<file path="config.mk">
export PLATFORM = sky130hd
export DESIGN_NAME = codec_control_register_bank
export DESIGN_NICKNAME = d
export VERILOG_FILES = /design/src/common/codec_ctrl_pkg.sv /design/src/design/sleep_wake_ctrl.sv /design/src/design/codec_control_register_bank.sv
export SDC_FILE = /design/constraint.sdc
export NUM_CORES = 1
export LEC_CHECK = 0
export ABC_AREA = 1
export BUFFER_PORTS_ARGS = -buffer_cell sky130_fd_sc_hd__buf_4
export CAP_MARGIN = 5
export CORE_MARGIN = 3
export CORE_UTILIZATION = 45
export CTS_CLUSTER_DIAMETER = 80
export CTS_CLUSTER_SIZE = 28
export DETAILED_ROUTE_END_ITERATION = 16
export PLACE_DENSITY_LB_ADDON = 0.3
export SLEW_MARGIN = 20
export SYNTH_ARGS = -nofsm -noshare
export SYNTH_HDL_FRONTEND = slang
export SYNTH_HIERARCHICAL = 1
export SYNTH_SLANG_ARGS = --single-unit
</file>
<file path="constraint.sdc">
create_clock -name clk -period 3.4 [get_ports clk]
set_clock_uncertainty 0.1 [all_clocks]
set_input_delay 0.68 -clock clk [delete_from_list [all_inputs] [get_ports clk]]
set_output_delay 0.68 -clock clk [all_outputs]
set_load 0.05 [all_outputs]
</file>
<file path="src/common/codec_ctrl_pkg.sv">
// constants for the codec control register bank
// assumes one 40 MHz clock and a register port of secondary frames
package codec_ctrl_pkg;
   localparam int ADDR_W = 5;
   localparam int DATA_W = 8;
   localparam logic [4:0] NULL_REGISTER_OFS = 5'h00;
   localparam logic [4:0] POWER_RESET_CONTROL_OFS = 5'h01;
   localparam logic [4:0] FILTER_LOOP_PLL_CONTROL_OFS = 5'h02;
   localparam logic [4:0] PLL_INPUT_DIVIDER_OFS = 5'h03;
   localparam logic [4:0] PLL_FEEDBACK_MULTIPLIER_OFS = 5'h04;
   localparam logic [4:0] RECEIVE_INPUT_GAIN_OFS = 5'h05;
   localparam logic [4:0] ADC_VOLUME_OFS = 5'h06;
   localparam logic [4:0] DAC_VOLUME_OFS = 5'h07;
   localparam logic [4:0] SHORT_CIRCUIT_STATUS_OFS = 5'h08;
   localparam logic [4:0] OUTPUT_ATTENUATION_OFS = 5'h09;
   // register 1 fields
   localparam int SOFT_RESET_BIT_POS = 7;
   localparam int SPEAKER_DRIVE_ON_POS = 4;
   localparam int LINE_DRIVE_ON_POS = 3;
   localparam int HANDSET_DRIVE_ON_POS = 2;
   localparam int MIC_BIAS_OFF_POS = 1;
   localparam int CHIP_SLEEP_POS = 0;
   localparam logic [7:0] CTRL1_MASK = 8'h1F;
   // register 2 fields
   localparam int HIGHPASS_BYPASS_POS = 4;
   localparam int PLL_DIV10_POS = 3;
   localparam int ANALOG_LOOPBACK_POS = 2;
   localparam int BITSTREAM_LOOPBACK_POS = 1;
   localparam logic [7:0] CTRL2_MASK = 8'h1E;
   // masks of registers 6..9
   localparam logic [7:0] ADC_VOLUME_MASK = 8'h7F;
   localparam logic [7:0] DAC_VOLUME_MASK = 8'h7F;
   localparam logic [7:0] STATUS_MASK = 8'hE0;
   localparam logic [7:0] ATTEN_MASK = 8'h0F;
   // reset values
   localparam logic [7:0] CTRL1_RESET = 8'h00;
   localparam logic [7:0] CTRL2_RESET = 8'h00;
   localparam logic [7:0] PLL_DIV_RESET = 8'h00;
   localparam logic [7:0] PLL_MUL_RESET = 8'h00;
   localparam logic [7:0] RX_GAIN_RESET = 8'h47;
   localparam logic [7:0] ADC_VOLUME_RESET = 8'h5C;
   localparam logic [7:0] DAC_VOLUME_RESET = 8'h5C;
   localparam logic [7:0] ATTEN_RESET = 8'h00;
   localparam logic [3:0] FINAL_DIV_TEN = 4'hA;
   localparam logic [3:0] FINAL_DIV_FIVE = 4'h5;
   typedef enum logic [1:0] {LOOP_NONE, LOOP_ANALOG, LOOP_BITSTREAM, LOOP_BOTH} loop_mode_t;
endpackage

</file>
<file path="src/design/sleep_wake_ctrl.sv">
// sleep state holder: enters on the sleep bit, leaves on a reset pulse
// assumes resetPinN is synchronous to clk
`timescale 1ns/1ps
`default_nettype none
module sleep_wake_ctrl (
   input wire logic clk,
   input wire logic rst,
   input wire logic sleepReq,
   input wire logic resetPinN,
   output logic asleep
);
   logic asleep_q, asleep_d;
   always_comb begin
      asleep_d = asleep_q;
      if (!resetPinN) begin
         asleep_d = 1'b0;
      end else if (sleepReq) begin
         asleep_d = 1'b1;
      end
   end
   always_ff @(posedge clk or posedge rst) begin
      if (rst) begin
         asleep_q <= 1'b0;
      end else begin
         asleep_q <= asleep_d;
      end
   end
   assign asleep = asleep_q;
   a_stay_asleep: assert property (@(posedge clk) disable iff (rst)
      asleep_q && resetPinN |=> asleep_q)
      else $error("sleep left without reset pulse");
endmodule
`default_nettype wire

</file>
<file path="src/design/codec_control_register_bank.sv">
// control register bank of the voice codec, reached through secondary frames
// assumes frame decoding elsewhere hands one access per frame as a strobe
//
// Notes on behaviour
// - sleep bit set puts device to sleep
// - only a low reset pulse ends sleep
// - loopback one routes via DAC and ADC
// - loopback two routes one-bit DAC to ADC
// - address zero reads zero, writes ignored
// - soft reset clears all, self-clears; here it loads register defaults and leaves the sleep state set
// - speaker bit one enables both speakers
// - line bit one enables line driver
// - handset bit one enables handset driver
// - mic bias bit one powers bias down
// - highpass bypass bit skips the filter
// - final PLL stage divides ten or five
// - PLL fields store value minus one
// - both PLL fields zero bypasses PLL
// - one register access per frame
`timescale 1ns/1ps
`default_nettype none
module codec_control_register_bank
   import codec_ctrl_pkg::*;
(
   input wire logic clk,
   input wire logic rst,
   input wire logic resetPinN,
   input wire logic accessStrobe,
   input wire logic accessRead,
   input wire logic [codec_ctrl_pkg::ADDR_W-1:0] accessAddr,
   input wire logic [codec_ctrl_pkg::DATA_W-1:0] accessWdata,
   input wire logic [2:0] shortStatus,
   output logic [codec_ctrl_pkg::DATA_W-1:0] readData,
   output logic readValid,
   output logic chipAsleep,
   output logic speakerDriveOn,
   output logic lineDriveOn,
   output logic handsetDriveOn,
   output logic micBiasOff,
   output logic highpassBypass,
   output logic [3:0] pllFinalDivide,
   output logic [8:0] pllDividerValue,
   output logic [8:0] pllMultiplierValue,
   output logic pllBypass,
   output codec_ctrl_pkg::loop_mode_t loopMode,
   output logic [7:0] receiveInputGain,
   output logic [7:0] adcVolume,
   output logic [7:0] dacVolume,
   output logic [7:0] outputAttenuation
);
   import codec_ctrl_pkg::*;

   // ==========================================================
   // register state
   logic [7:0] ctrl1_q, ctrl1_d, ctrl2_q, ctrl2_d, div_q, div_d, mul_q, mul_d;
   logic [7:0] rxg_q, rxg_d, adcv_q, adcv_d, dacv_q, dacv_d, att_q, att_d;
   logic [7:0] rdata_q, rdata_d;
   logic rvalid_q, rvalid_d;
   logic asleep;
   logic wr, softReset, sleepReq;

   // wake reset pulse also restores defaults, so the host must reprogram
   assign wr = accessStrobe && !accessRead;
   assign softReset = wr && accessAddr == POWER_RESET_CONTROL_OFS
      && accessWdata[SOFT_RESET_BIT_POS];
   assign sleepReq = ctrl1_q[CHIP_SLEEP_POS];

   function automatic logic [7:0] readMux(input logic [4:0] a);
      unique case (a)
         POWER_RESET_CONTROL_OFS: readMux = ctrl1_q;
         FILTER_LOOP_PLL_CONTROL_OFS: readMux = ctrl2_q;
         PLL_INPUT_DIVIDER_OFS: readMux = div_q;
         PLL_FEEDBACK_MULTIPLIER_OFS: readMux = mul_q;
         RECEIVE_INPUT_GAIN_OFS: readMux = rxg_q;
         ADC_VOLUME_OFS: readMux = adcv_q;
         DAC_VOLUME_OFS: readMux = dacv_q;
         SHORT_CIRCUIT_STATUS_OFS: readMux = {shortStatus, 5'h00} & STATUS_MASK;
         OUTPUT_ATTENUATION_OFS: readMux = att_q;
         default: readMux = 8'h00;
      endcase
   endfunction

   // ==========================================================
   // write and read decode
   always_comb begin
      ctrl1_d = ctrl1_q;
      ctrl2_d = ctrl2_q;
      div_d = div_q;
      mul_d = mul_q;
      rxg_d = rxg_q;
      adcv_d = adcv_q;
      dacv_d = dacv_q;
      att_d = att_q;
      rdata_d = rdata_q;
      rvalid_d = 1'b0;
      if (softReset || !resetPinN) begin
         // soft reset bit never stored, so it reads back cleared
         ctrl1_d = CTRL1_RESET;
         ctrl2_d = CTRL2_RESET;
         div_d = PLL_DIV_RESET;
         mul_d = PLL_MUL_RESET;
         rxg_d = RX_GAIN_RESET;
         adcv_d = ADC_VOLUME_RESET;
         dacv_d = DAC_VOLUME_RESET;
         att_d = ATTEN_RESET;
      end else if (wr) begin
         unique case (accessAddr)
            POWER_RESET_CONTROL_OFS: ctrl1_d = accessWdata & CTRL1_MASK;
            FILTER_LOOP_PLL_CONTROL_OFS: ctrl2_d = accessWdata & CTRL2_MASK;
            PLL_INPUT_DIVIDER_OFS: div_d = accessWdata;
            PLL_FEEDBACK_MULTIPLIER_OFS: mul_d = accessWdata;
            RECEIVE_INPUT_GAIN_OFS: rxg_d = accessWdata;
            ADC_VOLUME_OFS: adcv_d = accessWdata & ADC_VOLUME_MASK;
            DAC_VOLUME_OFS: dacv_d = accessWdata & DAC_VOLUME_MASK;
            OUTPUT_ATTENUATION_OFS: att_d = accessWdata & ATTEN_MASK;
            default: ;
         endcase
      end
      if (accessStrobe && accessRead) begin
         rdata_d = readMux(accessAddr);
         rvalid_d = 1'b1;
      end
   end

   always_ff @(posedge clk or posedge rst) begin
      if (rst) begin
         ctrl1_q <= CTRL1_RESET;
         ctrl2_q <= CTRL2_RESET;
         div_q <= PLL_DIV_RESET;
         mul_q <= PLL_MUL_RESET;
         rxg_q <= RX_GAIN_RESET;
         adcv_q <= ADC_VOLUME_RESET;
         dacv_q <= DAC_VOLUME_RESET;
         att_q <= ATTEN_RESET;
         rdata_q <= 8'h00;
         rvalid_q <= 1'b0;
      end else begin
         ctrl1_q <= ctrl1_d;
         ctrl2_q <= ctrl2_d;
         div_q <= div_d;
         mul_q <= mul_d;
         rxg_q <= rxg_d;
         adcv_q <= adcv_d;
         dacv_q <= dacv_d;
         att_q <= att_d;
         rdata_q <= rdata_d;
         rvalid_q <= rvalid_d;
      end
   end

   // ==========================================================
   // sleep control
   sleep_wake_ctrl sleepCtl (
      .clk(clk),
      .rst(rst),
      .sleepReq(sleepReq),
      .resetPinN(resetPinN),
      .asleep(asleep)
   );

   // ==========================================================
   // registered control outputs
   logic spk_q, line_q, hs_q, mic_q, hpf_q, byp_q, sleepOut_q;
   logic spk_d, line_d, hs_d, mic_d, hpf_d, byp_d, sleepOut_d;
   logic [3:0] fdiv_q, fdiv_d;
   logic [8:0] dv_q, dv_d, mv_q, mv_d;
   loop_mode_t loop_q, loop_d;

   always_comb begin
      sleepOut_d = asleep;
      spk_d = ctrl1_q[SPEAKER_DRIVE_ON_POS] && !asleep;
      line_d = ctrl1_q[LINE_DRIVE_ON_POS] && !asleep;
      hs_d = ctrl1_q[HANDSET_DRIVE_ON_POS] && !asleep;
      mic_d = ctrl1_q[MIC_BIAS_OFF_POS] || asleep;
      hpf_d = ctrl2_q[HIGHPASS_BYPASS_POS];
      fdiv_d = ctrl2_q[PLL_DIV10_POS] ? FINAL_DIV_TEN : FINAL_DIV_FIVE;
      dv_d = {1'b0, div_q} + 9'h001;
      mv_d = {1'b0, mul_q} + 9'h001;
      byp_d = div_q == 8'h00 && mul_q == 8'h00;
      loop_d = loop_mode_t'({ctrl2_q[BITSTREAM_LOOPBACK_POS],
         ctrl2_q[ANALOG_LOOPBACK_POS]});
   end

   always_ff @(posedge clk or posedge rst) begin
      if (rst) begin
         sleepOut_q <= 1'b0;
         spk_q <= 1'b0;
         line_q <= 1'b0;
         hs_q <= 1'b0;
         mic_q <= 1'b0;
         hpf_q <= 1'b0;
         fdiv_q <= FINAL_DIV_FIVE;
         dv_q <= 9'h001;
         mv_q <= 9'h001;
         byp_q <= 1'b1;
         loop_q <= LOOP_NONE;
      end else begin
         sleepOut_q <= sleepOut_d;
         spk_q <= spk_d;
         line_q <= line_d;
         hs_q <= hs_d;
         mic_q <= mic_d;
         hpf_q <= hpf_d;
         fdiv_q <= fdiv_d;
         dv_q <= dv_d;
         mv_q <= mv_d;
         byp_q <= byp_d;
         loop_q <= loop_d;
      end
   end

   assign readData = rdata_q;
   assign readValid = rvalid_q;
   assign chipAsleep = sleepOut_q;
   assign speakerDriveOn = spk_q;
   assign lineDriveOn = line_q;
   assign handsetDriveOn = hs_q;
   assign micBiasOff = mic_q;
   assign highpassBypass = hpf_q;
   assign pllFinalDivide = fdiv_q;
   assign pllDividerValue = dv_q;
   assign pllMultiplierValue = mv_q;
   assign pllBypass = byp_q;
   assign loopMode = loop_q;
   assign receiveInputGain = rxg_q;
   assign adcVolume = adcv_q;
   assign dacVolume = dacv_q;
   assign outputAttenuation = att_q;

   // ==========================================================
   // checks
   a_null_reads_zero: assert property (@(posedge clk) disable iff (rst)
      accessStrobe && accessRead && accessAddr == NULL_REGISTER_OFS
      |=> readValid && readData == 8'h00)
      else $error("register zero read nonzero");
   a_soft_reset_clears: assert property (@(posedge clk) disable iff (rst)
      softReset && resetPinN |=> ctrl1_q == CTRL1_RESET && rxg_q == RX_GAIN_RESET
      && !ctrl1_q[SOFT_RESET_BIT_POS])
      else $error("soft reset did not restore defaults");
   a_sleep_entry: assert property (@(posedge clk) disable iff (rst)
      ctrl1_q[CHIP_SLEEP_POS] && resetPinN |=> ##1 chipAsleep)
      else $error("sleep bit did not sleep chip");
   a_speaker_follow: assert property (@(posedge clk) disable iff (rst)
      ##1 speakerDriveOn == $past(ctrl1_q[SPEAKER_DRIVE_ON_POS] && !asleep))
      else $error("speaker drive mismatch");
   a_line_follow: assert property (@(posedge clk) disable iff (rst)
      !ctrl1_q[LINE_DRIVE_ON_POS] |=> !lineDriveOn)
      else $error("line driver not powered down");
   a_handset_follow: assert property (@(posedge clk) disable iff (rst)
      !ctrl1_q[HANDSET_DRIVE_ON_POS] |=> !handsetDriveOn)
      else $error("handset driver not powered down");
   a_mic_polarity: assert property (@(posedge clk) disable iff (rst)
      ctrl1_q[MIC_BIAS_OFF_POS] |=> micBiasOff)
      else $error("mic bias not powered down");
   a_hpf_follow: assert property (@(posedge clk) disable iff (rst)
      ##1 highpassBypass == $past(ctrl2_q[HIGHPASS_BYPASS_POS]))
      else $error("highpass bypass mismatch");
   a_final_divide: assert property (@(posedge clk) disable iff (rst)
      ctrl2_q[PLL_DIV10_POS] |=> pllFinalDivide == 4'hA)
      else $error("final divide not ten");
   a_pll_plus_one: assert property (@(posedge clk) disable iff (rst)
      ##1 pllDividerValue == {1'b0, $past(div_q)} + 9'h001)
      else $error("divider value not plus one");
   a_pll_bypass: assert property (@(posedge clk) disable iff (rst)
      ##1 pllBypass == ($past(div_q) == 8'h00 && $past(mul_q) == 8'h00))
      else $error("pll bypass wrong");
   a_loop_modes: assert property (@(posedge clk) disable iff (rst)
      ctrl2_q[ANALOG_LOOPBACK_POS] && !ctrl2_q[BITSTREAM_LOOPBACK_POS]
      |=> loopMode == LOOP_ANALOG)
      else $error("analog loopback not selected");
   a_bitstream_loop: assert property (@(posedge clk) disable iff (rst)
      ctrl2_q[BITSTREAM_LOOPBACK_POS] && !ctrl2_q[ANALOG_LOOPBACK_POS]
      |=> loopMode == LOOP_BITSTREAM)
      else $error("bitstream loopback not selected");
   a_reserved_zero: assert property (@(posedge clk) disable iff (rst)
      (ctrl1_q & ~CTRL1_MASK) == 8'h00 && (ctrl2_q & ~CTRL2_MASK) == 8'h00)
      else $error("reserved bit stored");
endmodule
`default_nettype wire

</file>
* Yosys cells after proc, flatten, opt, wreduce, memory -nomap -nowiden
Index checks and enable logic that the tools add are counted.
** Operators by class
- Multiplexer cells :: 29
- Bitwise logic cells :: 0
- Shifts and indexed selects :: 0
- Add/subtract/negate cells :: 2
- Eq/ne operators :: 10
- Reduce and logical (&&, ||, !) cells :: 32
- Multipliers :: 0
- Div/mod/pow operators :: 0
- $lt $le $gt $ge :: 0
** Operators with widths (number)
- 8-bit 2-to-1 mux :: 24
- 8-bit one-hot mux with 9 select lines :: 1
- 5-bit by 3-bit equality test with 1-bit output (second input constant) :: 4
- 8-bit by 1-bit adder with 9-bit output (second input constant) :: 2
- 2-bit nonzero test :: 9
- 8-bit zero test :: 2
- 2-bit AND reduction :: 8
- 5-bit by 2-bit equality test with 1-bit output (second input constant) :: 2
- 5-bit by 4-bit equality test with 1-bit output (second input constant) :: 2
- 1-bit logical AND :: 8
- 5-bit by 1-bit equality test with 1-bit output (second input constant) :: 1
- 4-bit 2-to-1 mux :: 1
- 1-bit zero test :: 3
- 1-bit 2-to-1 mux :: 3
- 1-bit logical OR :: 2
- 2-bit by 1-bit != test with 1-bit output (second input constant) :: 1
** Storage, ports and cells
- Bits in writable memories :: 0
- Output and inout bits :: 72
- Bits in latches :: 0
- Bits of input ports :: 21
- Word-level logic and storage cells :: 95
- Register bits :: 105
- Memories kept :: 0
- ROM bits :: 0

* Logic depth before layout (Yosys ltp)
- Depth in word-level cells :: 7
- Depth in mapped cells :: 11
- Gate-level depth less buffers :: 9

* Modules after synthesis
Netlist, hierarchy kept.
** By module, submodules not included
- codec_control_register_bank :: instances 1, area an instance 4247.8 µm², cells an instance 524, seq. area each 2247.2 µm²
- sleep_wake_ctrl :: instances 1, area an instance 40.0 µm², cells an instance 5, seq. area each 25.0 µm²

* Least setup slack after synthesis
No wires, ideal clock.
- Path type :: input port to flip-flop
- From :: input port accessAddr[1] in the netlist's numbering
- To :: register att_q[1], in the netlist outputAttenuation[1]
- Buffers on the path :: 2
- Setup time :: 0.119 ns
- Stages :: 10
- Required time :: 3.181 ns
- Arrival time :: 1.623 ns
- Path slack :: 1.558 ns
- Path through :: buf_4 -> inv_2 -> nand2_2 -> nor2_4 -> nand3_4 -> nand2_2 -> buf_6 -> nor2_1 -> nand2_1 -> nand2_1
** Between the ends
- Cells in the longest elaborated chain, start to end :: 6
- Elaborated cells between the ends (all ways) :: 9
- Those cells by class :: eq/ne (2); mux (1); reduce/logical (6)
** RTL lines
- start: declaration :: RTL line codec_control_register_bank.sv:30 : input wire logic [codec_ctrl_pkg::ADDR_W-1:0] accessAddr,
- 5-bit by 1-bit equality test with 1-bit output :: RTL line codec_control_register_bank.sv:64 : assign softReset = wr && accessAddr == POWER_RESET_CONTROL_OFS
- 1-bit logical AND :: RTL line codec_control_register_bank.sv:64
- 1-bit logical AND :: RTL line codec_control_register_bank.sv:65 : && accessWdata[SOFT_RESET_BIT_POS];
- 1-bit logical OR :: RTL line codec_control_register_bank.sv:96 : if (softReset || !resetPinN) begin
- 2-bit nonzero test (no source line)
- 2-bit AND reduction (no source line)
- end signal: assignment :: RTL line codec_control_register_bank.sv:145 : att_q <= att_d;
- end: declaration :: RTL line codec_control_register_bank.sv:56 : logic [7:0] rxg_q, rxg_d, adcv_q, adcv_d, dacv_q, dacv_d, att_q, att_d;
Parallel ways exist; a longest one is shown, timed or not.
A chain may end at the register's enable or synchronous reset.

* Worst setup path in the final report
- From :: input port accessAddr[0] in the netlist's numbering
- To :: register mul_q[0]
** Between the ends
- Cells in the longest elaborated chain, start to end :: 6
- Elaborated cells between the ends (all ways) :: 9
- Those cells by class :: eq/ne (2); mux (1); reduce/logical (6)
** RTL lines
- 5-bit by 1-bit equality test with 1-bit output :: RTL line codec_control_register_bank.sv:64
- 1-bit logical AND :: RTL line codec_control_register_bank.sv:64
- 1-bit logical AND :: RTL line codec_control_register_bank.sv:65
- 1-bit logical OR :: RTL line codec_control_register_bank.sv:96
- 2-bit nonzero test (no source line)
- 2-bit AND reduction (no source line)
- end signal: assignment :: RTL line codec_control_register_bank.sv:141 : mul_q <= mul_d;
- end: declaration :: RTL line codec_control_register_bank.sv:55 : logic [7:0] ctrl1_q, ctrl1_d, ctrl2_q, ctrl2_d, div_q, div_d, mul_q, mul_d;
Parallel ways exist; a longest one is shown, timed or not.

==> impl_metrics.tcl <==
set metrics [dict create \
    status "finished clean" \
    finalSetupViolations 0 \
    cts_tree "built" \
    dieArea_um2 10700 \
    yosys-top-cells-count "nand2_1 (224), dfrtp_1 (74), nor2_1 (42), inv_1 (40), nand4_1 (31)" \
    core-area_um2 8980 \
    insertion_delay_ns 0.36 \
    ys_ff_latch 90 \
    crit_fanout 11 \
    syn_area_per_cell_um2 8.11 \
    area_growth_pct 22.5 \
    cell_internal_pwr_mw 1.58 \
    worstSetupPathType "in -> reg" \
    vias_per_cell 5.05 \
    wl_um 12000 \
    finalHoldViolCount 0 \
    yosysSeqAreaShare_pct 53.0 \
    utilization_pct 58.5 \
    cts_setup_buffers 0 \
    rows 34 \
    fmax_ghz 0.408 \
    htree_levels 3 \
    grt_usage_pct 23.1 \
    power.switching_uw 686 \
    p_seq_share_pct 50.3 \
    dieWidth_um 104 \
    netSwitchingFraction_pct 30.2 \
    ys_async_sr_fraction_pct 100 \
    grt_pass1_vias 3775 \
    cts_sinks 90 \
    cts.root.buffer_cell "clkbuf_8" \
    cts_resized 0 \
    ir_drop_uv 174 \
    yosys.area.top_type_share_pct 43.2 \
    hpwl_um 9010 \
    endpoint_kind "register" \
    ant_nets 0 \
    grt_max_degree 54 \
    initialDrtViolationCount 260 \
    timing.final.max_slew_violations 0 \
    yosysWarnings 6 \
    final.min_clock_period_ns 2.45 \
    cts_hold_buf 0 \
    pin_count 93 \
    critical_path_arrival_ns 2.61 \
    antenna_cells 0 \
    post_drt_wl_per_cell_um 16.1 \
    drt-pass1-iter-count 8 \
    syn_inst 529 \
    start_util_pct 47.8 \
    cp-start-kind "primary input" \
    drc 0 \
    grt_pass1_wl_um 19800 \
    grt_remaining_overflow 0 \
    cts_buffer_depth 2 \
    drv_cap 0 \
    fin_setup_tns_ns 0 \
    nets 642 \
    synth_cell_type_count 25 \
    die_h_um 104 \
    fillers 829 \
    clk_pin_slew_ns 0.10 \
    synth_enable_flop_cells 0 \
    num_vias 3774 \
    io_buffers 86 \
    crit_required_ns 3.55 \
    yosysMostFrequentCell "nand2_1" \
    routabilityCongestion 0.953 \
    antenna_found_initial 0 \
    drive_above_1_share_pct 24.6 \
    max-slew-margin-rel_pct 31.4 \
    leakagePower_nw 2.95 \
    synth_area_leaders "dfrtp_1 (43%), nand2_1 (20%), dfstp_2 (9.8%), nand4_1 (4.5%), nor2_1 (3.7%)" \
    p_per_area_nw_per_um2 432 \
    rsz0062_at_grt "false" \
    yosysTopAreaCell "dfrtp_1" \
    tightest_slew_ns 1.02 \
    worstHoldPathType "in -> async" \
    pwr-share-clk_pct 34.8 \
    p_comb_share_pct 14.9 \
    numCtsBuffers 9 \
    finalCritPeriodShare_pct 72.1 \
    ff2ff_setup_slack_ns 1.98 \
    synth.cell_area_um2 4290 \
    synthFlopType "dfrtp_1" \
]
-- final timing paths --
check	startpoint	endpoint	depth (start not counted)
max reg2reg	mul_q[2]	pllMultiplierValue[7]	4
min reg2reg	ctrl2_q[4]	highpassBypass	0
min	rst	sleepCtl/asleep	2
max in group asynchronous	rst	pllDividerValue[0]	3
max	accessAddr[0]	mul_q[0]	7
min in group clk	ctrl2_q[4]	highpassBypass	0
-- cells by family after synthesis --
group | synth area share, %
other cells | 0.0875
flops | 53.0
simple gates | 35.8
fa+ha+maj | 1.17
buf+inv | 7.18
xor+xnor | 2.45
compound gates | 0.350
-- metrics by stage --
step / cells / power (mW) / worst slack (ns) / hold slack (ns) / cell area, um2
4_1_cts: 748 / 2.28 / 1.10 / 0.0360 / 5250
3_3_place_gp: 732 / 1.50 / 0.735 / 0.312 / 5040
5_1_grt: 748 / 2.35 / 0.885 / 0.0336 / 5250
3_5_place_dp: 732 / 1.50 / 0.717 / 0.312 / 5040
2_1_floorplan: 534 / 1.39 / 0.340 / 0.274 / 4310
6_report: 748 / 2.27 / 0.948 / 0.0455 / 5250
-- critical path, cell delays in order --
cell and delay, ns:
buf_4 0.14, nor2_1 0.78, nand3_1 0.23, nor2_2 0.43
nor2_2 0.19, nand2_1 0.10, nand2_1 0.05
-- power groups by stage --
stage / logic [mW] / clock network, mW / registers (mW)
3_5_place_dp: 0.339 / 0 / 1.16
2_1_floorplan: 0.133 / 0 / 1.26
5_1_grt: 0.363 / 0.846 / 1.15
3_3_place_gp: 0.337 / 0 / 1.16
6_report: 0.338 / 0.790 / 1.14
4_1_cts: 0.340 / 0.795 / 1.14
-- flip-flops by register name, summed over array words and instances (netlist names), 4 cells and up --
signal / flops
ctrl2_q: 4
dacVolume: 7
pllDividerValue: 9
ctrl1_q: 5
adcVolume: 7
div_q: 8
readData: 8
receiveInputGain: 8
mul_q: 8
pllMultiplierValue: 9
outputAttenuation: 4
-- cells in the final DEF, fill, tap and decap left out, types with 4 or more instances in the layout --
cell type	synthesis	routed
nand2_1	224	224
buf_4	10	91
dfrtp_1	74	74
nor2_1	42	42
inv_1	40	39
nand4_1	31	31
nand3_1	29	29
dfstp_2	16	16
xor2_1	12	12
nor2_2	11	11
clkbuf_8	0	11
inv_2	7	7
conb_1	1	6
nor2_4	4	4
nor3_1	4	4
ha_1	4	4
-- per-layer routing --
layer	share of wire [%]	global-route usage, %	up-vias
met3	6.9	4.29	30
met5	0	0	-
met2	47	37.3	166
met4	3.1	9.31	0
met1	43	31.0	1752
li1	-	-	1826
-- layout make-up --
cell class                      count  area (um2)  share of cell area, %
Clock buffer                       11         151                   2.88
Clock inverter                      5        60.1                   1.14
Inverter                           48         181                   3.45
Multi-Input combinational cell    376        1730                   32.9
Sequential cell                    90        2270                   43.3
Tap cell                          126         158                   3.00
Timing Repair Buffer               92         703                   13.4
Note: power is estimated with default switching activity, not from simulation.
